==> config.mk <==
export PLATFORM = sky130hd
export DESIGN_NAME = fine_edge_pwm
export DESIGN_NICKNAME = d
export VERILOG_FILES = /design/src/inc/fine_edge_pkg.sv /design/src/core/fine_edge_pwm.sv
export VERILOG_INCLUDE_DIRS = /design/src /design/src/inc
export SDC_FILE = /design/constraint.sdc
export NUM_CORES = 1
export LEC_CHECK = 0
export BUFFER_PORTS_ARGS = -buffer_cell sky130_fd_sc_hd__buf_2
export CAP_MARGIN = 20
export CORE_ASPECT_RATIO = 1.25
export CORE_UTILIZATION = 40
export CTS_CLUSTER_DIAMETER = 100
export DETAILED_ROUTE_END_ITERATION = 8
export SYNTH_ARGS = -nofsm -noshare
export SYNTH_HDL_FRONTEND = slang
export SYNTH_SLANG_ARGS = --single-unit
==> constraint.sdc <==
create_clock -name SYS_CLK -period 5.5 [get_ports SYS_CLK]
set_clock_uncertainty 0.05 [all_clocks]
set_input_delay 1.1 -clock SYS_CLK [delete_from_list [all_inputs] [get_ports SYS_CLK]]
set_output_delay 1.1 -clock SYS_CLK [all_outputs]
set_load 0.005 [all_outputs]
==> src/inc/fine_edge_defines.svh <==
// Constants for the fine edge PWM extension
// Summary of operation
// - Combined 32-bit coarse plus fine period write only at the mirror address.
// - Fine placement acts on channel A path; B only through routing options.
// - Configuration register sits at offset 20h and holds all options.
// - Edge mode picks rising, falling or both edges for fine placement.
// - Control mode picks duty or phase extension as step source.
// - With period fine control, duty and phase extensions still apply.
// - Shadow mode double-buffers duty and period extensions only.
// - Phase extension ignores shadow mode, always applied directly.
// - Swap option puts the fine waveform on the B pin.
// - Invert option without swap drives B with complement of fine A waveform.
// - Auto-conversion scales duty fraction by calibrated steps per coarse.
// - Without auto-conversion duty extension is the step count directly.
// - Period extension auto-conversion scales the same as duty.
// - Delay line places edge at 8-bit step position in coarse clock.
// - Fine byte sits below its 16-bit coarse value in combined word.
// - Mirror address reads return undefined data, here zero.
// - Fine placement off first 3 cycles after period start unless period fine control is on; coarse runs.
// - Low byte of written extension word ignored; upper byte used.
`ifndef FINE_EDGE_DEFINES_SVH
`define FINE_EDGE_DEFINES_SVH
`define IDX_PHASE_EXT 6'h02
`define IDX_PERIOD_EXT 6'h06
`define IDX_DUTY_EXT 6'h08
`define IDX_CONFIG 6'h20
`define IDX_STEPS 6'h26
`define IDX_STATUS 6'h28
`define IDX_PERIOD_MIR 6'h2a
`define IDX_DUTY_MIR 6'h2c
`define IDX_PERIOD_CRS 6'h30
`define IDX_DUTY_CRS 6'h31
`define IDX_LSB 2
`define EXT_HI 15
`define EXT_LO 8
`define CRS_HI 31
`define CRS_LO 16
`define CFG_RESET 8'h00
`define STEPS_RESET 8'h00
`define BLANK_CYCLES 2'h3
`define ROUND_HALF 16'h0080
`endif

==> src/inc/fine_edge_pkg.sv <==
// Types for the fine edge PWM extension
package fine_edge_pkg;
    typedef enum logic [1:0] {EM_OFF, EM_RISE, EM_FALL, EM_BOTH} edge_mode_t;
    typedef struct packed {
        logic prd_en;
        logic auto_conv;
        logic inv_b;
        logic swap;
        logic shadow_en;
        logic ctl_phase;
        edge_mode_t edge_mode;
    } cfg_t;
endpackage

==> src/core/fine_edge_pwm.sv <==
// Fine edge placement extension for one PWM channel, APB slave
`timescale 1ns/1ns
`include "fine_edge_defines.svh"
module fine_edge_pwm #(
    parameter int AW = 8
) (
    input wire logic SYS_CLK,
    input wire logic RST_N,
    input wire logic PSEL,
    input wire logic PENABLE,
    input wire logic PWRITE,
    input wire logic [AW-1:0] PADDR,
    input wire logic [31:0] PWDATA,
    output logic [31:0] PRDATA,
    output logic PREADY,
    output logic PSLVERR,
    input wire logic TB_PRD_START,
    input wire logic PWM_A_RAW,
    input wire logic PWM_B_RAW,
    output logic PWM_OUT_A,
    output logic PWM_OUT_B,
    output logic [7:0] DELAY_TAP,
    output logic [15:0] PERIOD_COARSE,
    output logic [15:0] DUTY_COARSE
);

    // Fraction to steps: (ext * steps + half) >> 8, or ext as is
    function automatic logic [7:0] conv(
        input logic [7:0] ext,
        input logic [7:0] spc,
        input logic auto_on
    );
        logic [15:0] prod;
        prod = 16'(ext) * 16'(spc) + `ROUND_HALF;
        conv = auto_on ? prod[15:8] : ext;
    endfunction

    function automatic logic mapped(input logic [5:0] i);
        mapped = (i == `IDX_PHASE_EXT) || (i == `IDX_PERIOD_EXT) || (i == `IDX_DUTY_EXT)
            || (i == `IDX_CONFIG) || (i == `IDX_STEPS) || (i == `IDX_STATUS)
            || (i == `IDX_PERIOD_MIR) || (i == `IDX_DUTY_MIR)
            || (i == `IDX_PERIOD_CRS) || (i == `IDX_DUTY_CRS);
    endfunction

    fine_edge_pkg::cfg_t cfg_q;
    logic [7:0] steps_q;
    logic [7:0] phase_q;
    logic [7:0] duty_buf_q;
    logic [7:0] duty_act_q;
    logic [7:0] period_buf_q;
    logic [7:0] period_act_q;
    logic [15:0] period_crs_q;
    logic [15:0] duty_crs_q;
    logic [1:0] blank_cnt_q;
    logic a_q;
    logic out_a_q;
    logic out_b_q;
    logic [7:0] tap_q;
    logic [31:0] rdata_q;
    logic [5:0] idx;
    logic wr;
    logic rd_setup;
    logic blank;
    logic rise;
    logic fall;
    logic sel_edge;
    logic [7:0] steps_now;

    assign idx = PADDR[`IDX_LSB +: 6];
    assign wr = PSEL & PENABLE & PWRITE;
    assign rd_setup = PSEL & ~PENABLE & ~PWRITE;
    // Zero wait states keeps the compare path simple
    assign PREADY = 1'b1;
    assign PSLVERR = PSEL & PENABLE & ~mapped(idx);
    assign PRDATA = rdata_q;

    always_ff @(posedge SYS_CLK)
    begin
        if (!RST_N)
            cfg_q <= fine_edge_pkg::cfg_t'(`CFG_RESET);
        else if (wr && idx == `IDX_CONFIG)
            cfg_q <= fine_edge_pkg::cfg_t'(PWDATA[7:0]);
    end

    always_ff @(posedge SYS_CLK)
    begin
        if (!RST_N)
            steps_q <= `STEPS_RESET;
        else if (wr && idx == `IDX_STEPS)
            steps_q <= PWDATA[7:0];
    end

    always_ff @(posedge SYS_CLK)
    begin
        if (!RST_N)
            phase_q <= 8'h00;
        else if (wr && idx == `IDX_PHASE_EXT)
            phase_q <= PWDATA[`EXT_HI:`EXT_LO];
    end

    always_ff @(posedge SYS_CLK)
    begin
        if (!RST_N)
            duty_buf_q <= 8'h00;
        else if (wr && (idx == `IDX_DUTY_EXT || idx == `IDX_DUTY_MIR))
            duty_buf_q <= PWDATA[`EXT_HI:`EXT_LO];
    end

    always_ff @(posedge SYS_CLK)
    begin
        if (!RST_N)
            period_buf_q <= 8'h00;
        else if (wr && (idx == `IDX_PERIOD_EXT || idx == `IDX_PERIOD_MIR))
            period_buf_q <= PWDATA[`EXT_HI:`EXT_LO];
    end

    // Coarse halves: combined word only through the mirror
    always_ff @(posedge SYS_CLK)
    begin
        if (!RST_N)
            period_crs_q <= 16'h0000;
        else if (wr && idx == `IDX_PERIOD_MIR)
            period_crs_q <= PWDATA[`CRS_HI:`CRS_LO];
        else if (wr && idx == `IDX_PERIOD_CRS)
            period_crs_q <= PWDATA[15:0];
    end

    always_ff @(posedge SYS_CLK)
    begin
        if (!RST_N)
            duty_crs_q <= 16'h0000;
        else if (wr && idx == `IDX_DUTY_MIR)
            duty_crs_q <= PWDATA[`CRS_HI:`CRS_LO];
        else if (wr && idx == `IDX_DUTY_CRS)
            duty_crs_q <= PWDATA[15:0];
    end

    assign PERIOD_COARSE = period_crs_q;
    assign DUTY_COARSE = duty_crs_q;

    // Shadowed copies move at period start only
    always_ff @(posedge SYS_CLK)
    begin
        if (!RST_N)
        begin
            duty_act_q <= 8'h00;
            period_act_q <= 8'h00;
        end
        else if (!cfg_q.shadow_en || TB_PRD_START)
        begin
            duty_act_q <= duty_buf_q;
            period_act_q <= period_buf_q;
        end
    end

    always_ff @(posedge SYS_CLK)
    begin
        if (!RST_N)
            rdata_q <= 32'h0000_0000;
        else if (rd_setup)
        begin
            unique case (idx)
                `IDX_PHASE_EXT: rdata_q <= {16'h0000, phase_q, 8'h00};
                `IDX_PERIOD_EXT: rdata_q <= {16'h0000, period_buf_q, 8'h00};
                `IDX_DUTY_EXT: rdata_q <= {16'h0000, duty_buf_q, 8'h00};
                `IDX_CONFIG: rdata_q <= {24'h00_0000, cfg_q};
                `IDX_STEPS: rdata_q <= {24'h00_0000, steps_q};
                `IDX_STATUS: rdata_q <= {23'h00_0000, blank, tap_q};
                `IDX_PERIOD_CRS: rdata_q <= {16'h0000, period_crs_q};
                `IDX_DUTY_CRS: rdata_q <= {16'h0000, duty_crs_q};
                // Mirrors and unmapped words read as zero
                default: rdata_q <= 32'h0000_0000;
            endcase
        end
    end

    // Blanking after period start when fine period is off
    always_ff @(posedge SYS_CLK)
    begin
        if (!RST_N)
            blank_cnt_q <= 2'h0;
        else if (TB_PRD_START)
            blank_cnt_q <= `BLANK_CYCLES - 2'h1;
        else if (blank_cnt_q != 2'h0)
            blank_cnt_q <= blank_cnt_q - 2'h1;
    end

    assign blank = (TB_PRD_START || blank_cnt_q != 2'h0) && !cfg_q.prd_en;

    // Tracks the pin through reset so release shows no false edge
    always_ff @(posedge SYS_CLK)
    begin
        a_q <= PWM_A_RAW;
    end

    assign rise = PWM_A_RAW & ~a_q;
    assign fall = ~PWM_A_RAW & a_q;

    always_comb
    begin
        unique case (cfg_q.edge_mode)
            fine_edge_pkg::EM_RISE: sel_edge = rise;
            fine_edge_pkg::EM_FALL: sel_edge = fall;
            fine_edge_pkg::EM_BOTH: sel_edge = rise | fall;
            fine_edge_pkg::EM_OFF: sel_edge = 1'b0;
        endcase
    end

    // Period edge takes period steps; other edges keep duty or phase
    always_comb
    begin
        if (cfg_q.prd_en && TB_PRD_START)
            steps_now = conv(period_act_q, steps_q, cfg_q.auto_conv);
        else if (cfg_q.ctl_phase)
            steps_now = phase_q;
        else
            steps_now = conv(duty_act_q, steps_q, cfg_q.auto_conv);
    end

    // Tap holds until the next selected edge on the A path; edge mode off clears it to zero
    always_ff @(posedge SYS_CLK)
    begin
        if (!RST_N)
            tap_q <= 8'h00;
        else if (cfg_q.edge_mode == fine_edge_pkg::EM_OFF)
            tap_q <= 8'h00;
        else if (sel_edge)
            tap_q <= blank ? 8'h00 : steps_now;
    end

    assign DELAY_TAP = tap_q;

    always_ff @(posedge SYS_CLK)
    begin
        if (!RST_N)
        begin
            out_a_q <= 1'b0;
            out_b_q <= 1'b0;
        end
        else
        begin
            out_a_q <= cfg_q.swap ? PWM_B_RAW : PWM_A_RAW;
            if (cfg_q.swap)
                out_b_q <= PWM_A_RAW;
            else
                out_b_q <= cfg_q.inv_b ? ~PWM_A_RAW : PWM_B_RAW;
        end
    end

    assign PWM_OUT_A = out_a_q;
    assign PWM_OUT_B = out_b_q;
endmodule

==> run_results.csv, run 1 <==
group,metric,value,unit
outcome,status,"finished, final reports clean",
global_route,use_met3,3.64,%
clocking,cts_num_sinks,117,
worst_hold_path,min-delay-start,"blank_cnt_q[0]",
worst_setup_path,path_common_cell,"fa_1",
sta,hold_slack,403,ps
clocking,cts_max_path_buffers,2,
logic_synthesis,synth_common_cells,"141 x nand2_1, 117 x dfxtp_1, 93 x inv_1",
sta,fmax,200,MHz
worst_setup_path,r2r_end,"DELAY_TAP[7]",
global_route,grt-ovfl-total,0,
logic_synthesis,syn_inst,1114,
job,timing.max_cap.violations,0,
worst_hold_path,hold_path_end,"blank_cnt_q[0]",
clocking,cts.repair.resized,0,
die,num_rows,63,
clocking,cts_tree,"yes",
logic_synthesis,synth.most_common_cell,"nand2_1",
logic_synthesis,syn_area,9590,um^2
clocking,htreeDepth,4,
clocking,clk_latency,420,ps
placement,gp_congestion,0.834,
worst_setup_path,critPathSlowestCell,"dfxtp_1",
worst_setup_path,start_kind,"register",
die,io_pins,124,
placement,port_buffers,104,
finish,fin_nets,1375,
power,cellPowerDensity,197,nW/um^2
logic_synthesis,synth_cell_types,66,
global_route,met1_usage,26.2,%
die,die_y,175,um
worst_setup_path,crit_required,5750,ps
finish,drive_above_1_share,14.5,%
logic_synthesis,synth_ff_type,"dfxtp_1",
route,finalWirelength,26.6,mm
die,die_w,140,um
die,core_area,23600,um^2
finish,fillers,2357,
die,initial_core_util,40.6,%
route,routed_via_density,5.47,
sta,rsz0062_at_grt,"no",
clocking,cts-hold-fix-buffers,0,
worst_setup_path,worst-path-stages,16,
logic_synthesis,synth.area.top_cells,"dfxtp_1 24%, fa_1 15%, ha_1 9.9%, and2_1 5.9%, nand2_1 5.5%",
worst_setup_path,max_stage_delay,810,ps
worst_setup_path,reg2reg_slack,510,ps
route,antenna_left,0,
worst_setup_path,cp_cell_sequence,"nand2_1 > fa_1 > fa_1 > inv_1 > fa_1 > inv_1 > fa_1 > inv_1 > ha_1 > nand3_1 > a211oi_1 > o2111ai_1 > a21oi_1 > mux2i_1 > nor4_1 > nor3_1",
sta,tightest_slew,963,ps
route,routedWlPerCell,17.9,um
route,dr.pass1.iters,5,
worst_setup_path,r2r_start,"steps_q[2]",
global_route,grtUsageMet2,41.0,%
global_route,grt_first_pass_wirelength,43.5,mm
global_route,grt_max_degree,110,
clocking,cts_made_buffers,17,
finish,diodes,0,
global_route,grt_pass1_vias,8282,
placement,hpwl,20.1,mm
worst_hold_path,hp-class,"register to register",
worst_setup_path,crit_buf_inv,3,
logic_synthesis,yosys.area.top_type,"dfxtp_1",
sta,finalSetupViolations,0,
sta,fin_crit_sh,90.8,%
sta,final.setup.tns,0,ps
worst_setup_path,r2r_cells,16,
power,power_leakage,5.21,nW
worst_hold_path,whs_path_depth,1,
power,ir_drop,226,uV
logic_synthesis,seq_area_frac_synth,24.4,%
logic_synthesis,syn_area_per_cell,8.61,um^2
logic_synthesis,synth-seq-cells,117,
clocking,root_buffer,"clkbuf_16",
route,drc,0,
logic_synthesis,yosysTopAreaCellShare,24.4,%
global_route,antenna_found_initial,0,
route,drt_iter0_markers,421,
global_route,busiest_layer,"met2",
worst_setup_path,crit_start,"steps_q[2]",
worst_setup_path,arrival,5240,ps
worst_setup_path,crit_family,"adder cells",
sta,period_minus_slack,4990,ps
finish,syn2layout_area_growth,13.2,%
worst_setup_path,path_max_fanout,18,
clocking,post-cts-setup-buffers,0,
sta,slew_headroom,35.8,%
sta,hold_viol,0,
global_route,grtUsageTotal,22.8,%
logic_synthesis,synthArstFlopShare,0,%
logic_synthesis,ys_warn_count,0,
worst_setup_path,cp-end-kind,"register",
sta,final_max_slew_viol_count,0,
logic_synthesis,synth_edf_count,0,
route,vias,8121,
clocking,path_clk_slew,60,ps
die,dieArea,24600,um^2
finish,utilization,45.9,%
worst_setup_path,critPathKind,"register to register",
cell type report:
cell class / instances / area (um^2) / share of cell area [%]
clock buffer: 22 / 464 / 4.28
clock inverter: 10 / 153 / 1.41
inverter: 94 / 353 / 3.25
multi-input combinational: 831 / 6540 / 60.2
sequential: 117 / 2340 / 21.6
tap: 292 / 365 / 3.36
timing repair buffer: 120 / 641 / 5.90
report_power, final:
group	internal (W)	switching [W]
clock	0.000777	0.000390
sequential	0.000857	0.00000576
combinational	0.0000417	0.0000667
total	0.00168	0.000463
kinds of logic after synthesis:
logic type      Yosys count  share of synthesized area (%)
xor+xnor                  9                          0.822
simple gates            365                           19.7
fa+ha+maj               146                           24.5
other cells               2                         0.0783
mux                      48                           5.14
flops                   117                           24.4
compound gates          246                           17.3
buf+inv                 181                           8.00
worst reg2reg max path: cells and delay by family, from the launching register on:
| kind | cells | cell delay [ps] |
|---|---|---|
| flops | 1 | 810 |
| mux | 1 | 120 |
| buf+inv | 3 | 150 |
| compound gates | 3 | 790 |
| fa+ha+maj | 5 | 2350 |
| simple gates | 4 | 600 |
worst max-delay path by stage:
stage                   endpoint  slack [ps]
finish              DELAY_TAP[7]         510
global route        DELAY_TAP[7]         230
CTS                 DELAY_TAP[7]         520
detailed placement  DELAY_TAP[7]         550
global placement    DELAY_TAP[7]         530
floorplan           DELAY_TAP[5]        1140
stage by stage:
stage                     cell area, um^2  power [W]  worst slack [ps]  cells
after global placement              10200   0.000988               525   1453
after CTS                           10900    0.00216               523   1485
after floorplan                      9650   0.000948              1140   1129
final                               10900    0.00214               507   1486
after global routing                10900    0.00220               231   1486
after detailed placement            10200   0.000988               549   1453
metal layers:
metal  vias to the layer above  routed length (um)
met3                        48                1240
met4                         0                 969
li1                       3926                   -
met5                         -                   0
met1                      3906               11000
met2                       241               13400
placed cells by master, fill, tap and decap left out, drive strengths merged, types with 41 or more instances in the layout:
cell    Yosys  final
nand2     142    142
buf        29    120
dfxtp     117    117
inv        94     94
and2       90     90
ha         76     76
fa         70     70
a21oi      66     66
o21ai      50     50
a21boi     41     41
No activity file was read; power rests on OpenSTA's default activity.
==> inputs of run 2 (changes only) <==
--- a/config.mk
+++ b/config.mk
@@ -6,6 +6,8 @@
 export SDC_FILE = /design/constraint.sdc
 export NUM_CORES = 1
 export LEC_CHECK = 0
+export ABC_AREA = 1
+export ABC_CLOCK_PERIOD_IN_PS = 5500
 export BUFFER_PORTS_ARGS = -buffer_cell sky130_fd_sc_hd__buf_2
 export CAP_MARGIN = 20
 export CORE_ASPECT_RATIO = 1.25
==> run 2 against run 1 <==
Against the previous run: final cell count is 23% higher; highest routed layer unchanged; die area up 2.3%; area after synthesis is 2.3% higher; via count rose by 12%; sequential power shrank 0.9%; sequential cell count unchanged; global-route usage increased by 0.69 points; hold slack better by 5.3 ps.
==> run_results.csv, run 2 <==
group,metric,value,unit
worst_setup_path,r2r_end,"DELAY_TAP[3]",
worst_setup_path,start_kind,"register",
sta,finalSetupViolations,0,
die,io_pins,124,
power,clkPwrFrac,55.1,%
logic_synthesis,syn_area,9810,um^2
outcome,status,"finished, final reports clean",
route,finalWirelength,28.6,mm
power,power_leakage,5.95,nW
clocking,cts.repair.resized,0,
route,drc,0,
power,ir_drop,262,uV
logic_synthesis,synth.most_common_cell,"nand2_1",
die,die_y,177,um
placement,place_inst,1795,
sta,period_minus_slack,4720,ps
sta,tightest_slew,826,ps
logic_synthesis,synth_common_cells,"344 x nand2_1, 218 x inv_1, 136 x nor2_1",
global_route,grt_max_degree,37,
sta,rsz0062_at_grt,"no",
power,p_sw,0.000475,W
logic_synthesis,synthArstFlopShare,0,%
power,p_int,0.00163,W
logic_synthesis,ys_warn_count,0,
logic_synthesis,seq_area_frac_synth,23.9,%
sta,final_max_slew_viol_count,0,
route,antenna_left,0,
route,dr.pass1.iters,5,
clocking,cts_max_path_buffers,2,
clocking,post-cts-setup-buffers,0,
logic_synthesis,syn_inst,1416,
clocking,root_buffer,"clkbuf_16",
global_route,grtUsageTotal,23.5,%
clocking,htreeDepth,4,
worst_setup_path,critPathKind,"register to register",
finish,syn2layout_area_growth,13.4,%
finish,fin_nets,1683,
logic_synthesis,synth-seq-cells,117,
worst_setup_path,crit_required,5720,ps
logic_synthesis,synth.area.top_cells,"dfxtp_1 24%, fa_1 14%, nand2_1 13%, ha_1 9.7%, inv_1 8.3%",
worst_setup_path,reg2reg_slack,780,ps
route,vias,9124,
clocking,cts_num_sinks,117,
die,initial_core_util,41.1,%
finish,diodes,0,
logic_synthesis,yosys.area.top_type,"dfxtp_1",
sta,hold_viol,0,
route,routedWlPerCell,15.7,um
logic_synthesis,yosysTopAreaCellShare,23.9,%
placement,hpwl,22.6,mm
die,die_w,142,um
logic_synthesis,syn_area_per_cell,6.93,um^2
clocking,cts_made_buffers,17,
sta,fmax,212,MHz
global_route,antenna_found_initial,0,
sta,fin_crit_sh,85.8,%
worst_hold_path,hp-class,"register to register",
clocking,cts-hold-fix-buffers,0,
clocking,clk_latency,410,ps
logic_synthesis,synth_edf_count,0,
logic_synthesis,synth_ff_type,"dfxtp_1",
placement,port_buffers,104,
logic_synthesis,synth_cell_types,41,
finish,fillers,2452,
placement,gp_congestion,0.860,
sta,slew_headroom,44.9,%
die,dieArea,25200,um^2
power,seqPwrFrac,40.6,%
worst_setup_path,arrival,4940,ps
worst_setup_path,path_max_fanout,11,
die,core_area,23900,um^2
sta,hold_slack,408,ps
power,p_sw_share,22.6,%
sta,final.setup.tns,0,ps
finish,final_cells,1826,
die,num_rows,63,
worst_setup_path,crit_start,"steps_q[2]",
route,routed_via_density,5.00,
worst_setup_path,cp-end-kind,"register",
global_route,grt-ovfl-total,0,
global_route,grt_pass1_vias,8712,
clocking,path_clk_slew,60,ps
finish,final_cell_mix,"344 x nand2_1, 218 x inv_1, 136 x nor2_1",
route,drt_iter0_markers,544,
job,timing.max_cap.violations,0,
finish,layout_commonest_cell,"nand2_1",
power,comb_power_share,4.3,%
global_route,grt_first_pass_wirelength,45.9,mm
clocking,cts_tree,"yes",
worst_setup_path,r2r_start,"steps_q[2]",
worst_setup_path,worstSetupEndpoint,"DELAY_TAP[3]",
worst_setup_path,r2r_cells,19,
finish,drive_above_1_share,12.7,%
power,cellPowerDensity,189,nW/um^2
==> run 2: changes by cell type after synthesis, sizes merged, moves of 15 or more <==
cell / change
a21boi: -41
a21oi: +45
a22oi: +22
a31oi: +15
and2: -90
inv: +139
mux2i: -38
nand2: +204
nand3: +41
nor2: +118
nor2b: -24
o211a: -16
o21ai: +29
o22ai: -17
==> run 2: layer usage <==
layer | part of all wire (%) | global-route usage, % | vias up
met5 | 0 | 0 | -
met4 | 3.5 | 10.3 | 0
met3 | 4.9 | 2.95 | 49
met2 | 51 | 42.5 | 279
met1 | 41 | 27.4 | 4224
li1 | - | - | 4572
==> run 2: logic make-up after synthesis <==
kind of cell / synth area share [%]
buffers and inverters: 13.1
XOR/XNOR: 0.357
adder cells (fa/ha/maj): 24.0
AND/OR/NAND/NOR: 24.8
other: 0.0765
AO/OA/AOI/OAI: 13.8
flip-flops: 23.9
==> run 2: how the worst min path moves through the flow <==
| stage | slack (ps) | cells after the start | start | endpoint |
|---|---|---|---|---|
| after floorplan | 390 | 2 | blank_cnt_q[1] | blank_cnt_q[0] |
| after global placement | 400 | 2 | PRDATA[0] | PRDATA[0] |
| after detailed placement | 410 | 2 | PRDATA[9] | PRDATA[9] |
| after CTS | 420 | 2 | PRDATA[9] | PRDATA[9] |
| after global routing | 430 | 2 | PRDATA[7] | PRDATA[7] |
| final | 410 | 2 | PRDATA[9] | PRDATA[9] |
==> run 2: power by group through the flow <==
stage | registers (W) | clock network, W | logic (W)
after floorplan | 0.000872 | 0 | 0.0000563
after global placement | 0.000873 | 0 | 0.0000894
after detailed placement | 0.000873 | 0 | 0.0000898
after CTS | 0.000855 | 0.00117 | 0.0000900
after global routing | 0.000855 | 0.00121 | 0.000100
final | 0.000855 | 0.00116 | 0.0000910
==> run 2: layout make-up <==
type                       instances  area (um^2)  area share [%]
sequential                       117         2340            21.0
inverter                         234          878            7.89
clock buffer                      17          425            3.82
timing repair buffer             122          656            5.89
clock inverter                    14          185            1.66
tap                              325          407            3.65
multi-input combinational        997         6240            56.0
==> run 2: worst max-delay path: stages, from the launching register on <==
cell      delay [ps]
dfxtp_1          650
nand2_1          130
fa_1             420
fa_1             540
inv_1             60
fa_1             520
inv_1             50
fa_1             470
inv_1             40
ha_1             320
a21oi_1          290
o21ai_0          160
inv_1            100
nand2_1           50
nand2_1           50
nand3_1          130
o211ai_1         150
nand3_1          180
nand2_1          150
a21oi_1           70
==> run 2: per-stage QoR <==
step / instance area, um^2 / total power (W) / setup WS (ps) / util, %
floorplan: 9870 / 0.000928 / 1140 / -
global placement: 10500 / 0.000963 / 786 / 44.1
detailed placement: 10500 / 0.000963 / 778 / 44.1
CTS: 11100 / 0.00211 / 767 / 46.6
global route: 11100 / 0.00216 / 424 / 46.6
finish: 11100 / 0.00211 / 780 / 46.6
==> inputs of run 3 (changes only) <==
--- a/config.mk
+++ b/config.mk
@@ -11,9 +11,10 @@
 export BUFFER_PORTS_ARGS = -buffer_cell sky130_fd_sc_hd__buf_2
 export CAP_MARGIN = 20
 export CORE_ASPECT_RATIO = 1.25
-export CORE_UTILIZATION = 40
+export CORE_UTILIZATION = 55
 export CTS_CLUSTER_DIAMETER = 100
 export DETAILED_ROUTE_END_ITERATION = 8
+export PLACE_DENSITY = 0.76
 export SYNTH_ARGS = -nofsm -noshare
 export SYNTH_HDL_FRONTEND = slang
 export SYNTH_SLANG_ARGS = --single-unit
==> run 3 against run 2 <==
Against the previous run: via count is 2.6% higher; sequential share of layout area rose by 0.29 points; power fell by 0.89%; global-route usage is 7.9 points higher; setup slack improved by 58 ps; sequential cell count did not move; core utilization up 16 points; first-iteration DRC count rose by 22%; hold slack better by 3.0 ps; register-to-register slack gained 60 ps; cell area fell by 1.3%; clock power about the same; critical path type unchanged; largest power group unchanged.
==> run_results.csv, run 3 (synthesis gave the netlist of run 2 again) <==
group,metric,value,unit
die,initial_core_util,56.3,%
finish,layout_commonest_cell,"nand2_1",
clocking,cts_num_sinks,117,
route,drt_iter0_markers,661,
sta,finalSetupViolations,0,
route,dr.pass1.iters,5,
worst_setup_path,critPathKind,"register to register",
worst_setup_path,cp-end-kind,"register",
clocking,cts_max_path_buffers,2,
placement,dpl_cell_area,10400,um^2
power,total_power,0.00209,W
job,timing.max_cap.violations,0,
worst_hold_path,whs_path_depth,2,
global_route,grt_first_pass_wirelength,44.8,mm
global_route,grt_max_degree,64,
sta,period_minus_slack,4660,ps
finish,fin_nets,1680,
placement,place_inst,1691,
power,cellPowerDensity,190,nW/um^2
sta,fin_crit_sh,84.8,%
worst_setup_path,start_kind,"register",
finish,final_cells,1722,
power,p_sw_share,21.8,%
clocking,root_buffer,"clkbuf_16",
power,seqPwrFrac,41.0,%
route,routedWlPerCell,16.0,um
clocking,cts_made_buffers,17,
sta,tightest_slew,928,ps
worst_setup_path,arrival,4960,ps
power,p_int,0.00163,W
sta,hold_viol,0,
worst_setup_path,path_max_fanout,10,
power,comb_power_share,4.3,%
sta,hold_slack,411,ps
sta,fmax,214,MHz
outcome,status,"finished, final reports clean",
worst_hold_path,min-delay-start,"PRDATA[14]",
clocking,htreeDepth,4,
route,routed_via_density,5.44,
clocking,post-cts-setup-buffers,0,
power,power_leakage,5.94,nW
sta,rsz0062_at_grt,"no",
finish,syn2layout_area_growth,11.9,%
global_route,antenna_found_initial,0,
finish,drive_above_1_share,12.4,%
clocking,cts-hold-fix-buffers,0,
power,clkPwrFrac,54.7,%
global_route,grt-ovfl-total,0,
clocking,cts_tree,"yes",
worst_setup_path,r2r_end,"DELAY_TAP[7]",
finish,final_cell_mix,"344 x nand2_1, 218 x inv_1, 136 x nor2_1",
route,antenna_left,0,
finish,diodes,0,
worst_setup_path,crit_required,5790,ps
power,ir_drop,201,uV
sta,final.setup.tns,0,ps
sta,final_max_slew_viol_count,0,
worst_setup_path,reg2reg_slack,840,ps
route,finalWirelength,27.6,mm
clocking,path_clk_slew,50,ps
clocking,clk_latency,420,ps
finish,final_area,11000,um^2
die,die_w,121,um
global_route,grt_pass1_vias,9238,
route,vias,9363,
placement,hpwl,20.9,mm
finish,fillers,1618,
die,num_rows,54,
die,dieArea,18400,um^2
power,p_sw,0.000455,W
worst_hold_path,hp-class,"register to register",
die,io_pins,124,
route,drc,0,
placement,gp_congestion,0.911,
worst_setup_path,r2r_cells,20,
clocking,cts.repair.resized,0,
die,die_y,151,um
worst_setup_path,r2r_start,"steps_q[1]",
die,core_area,17400,um^2
global_route,grtUsageTotal,31.4,%
sta,slew_headroom,38.1,%
worst_hold_path,hold_path_end,"PRDATA[14]",
placement,port_buffers,104,
run 3: cell type report:
type / count / area, um^2 / area share (%)
Multi-Input combinational cell: 997 / 6240 / 56.8
Sequential cell: 117 / 2340 / 21.3
Inverter: 234 / 878 / 8.00
Timing Repair Buffer: 119 / 633 / 5.77
Clock buffer: 22 / 484 / 4.41
Tap cell: 224 / 280 / 2.55
Clock inverter: 9 / 125 / 1.14
run 3: worst max-delay path, stage by stage (launching register included):
cell	delay (ps)
dfxtp_1	600
nand2_1	140
fa_1	440
fa_1	550
inv_1	50
fa_1	520
inv_1	50
fa_1	470
inv_1	40
ha_1	320
a21oi_1	280
o21ai_0	160
a21oi_1	190
nand2_1	70
nand2_1	60
nand3_1	100
nand2_1	100
nand2_1	140
nand2_1	90
nand2_1	60
a21oi_1	110
run 3: metal layers:
metal	vias to the layer above	global-route usage, %	part of all wire [%]
li1	4558	-	-
met1	4363	35.4	38
met2	372	56.8	51
met3	70	4.86	6.2
met4	0	16.1	4.5
met5	-	0	0
run 3: power groups by stage:
stage	Combinational, W	Clock, W	Sequential (W)
final	0.0000902	0.00114	0.000856
after floorplan	0.0000563	0	0.000872
after global routing	0.0000991	0.00117	0.000855
after global placement	0.0000864	0	0.000873
after detailed placement	0.0000875	0	0.000873
after CTS	0.0000883	0.00114	0.000856
run 3: worst max path at each step:
stage                              from           end  slack, ps  cells past startpoint
after detailed placement  duty_act_q[7]  DELAY_TAP[7]        850                     20
after floorplan              steps_q[3]  DELAY_TAP[7]       1140                     21
after global routing         steps_q[1]  DELAY_TAP[1]        490                     18
after global placement    duty_act_q[7]  DELAY_TAP[7]        890                     20
after CTS                    steps_q[1]  DELAY_TAP[7]        830                     20
final                        steps_q[1]  DELAY_TAP[7]        840                     20
run 3: through the flow:
step	setup slack, ps	util (%)
after global placement	892	59.5
after detailed placement	854	59.5
after floorplan	1140	-
after CTS	829	63.0
after global routing	486	63.0
final	838	63.0
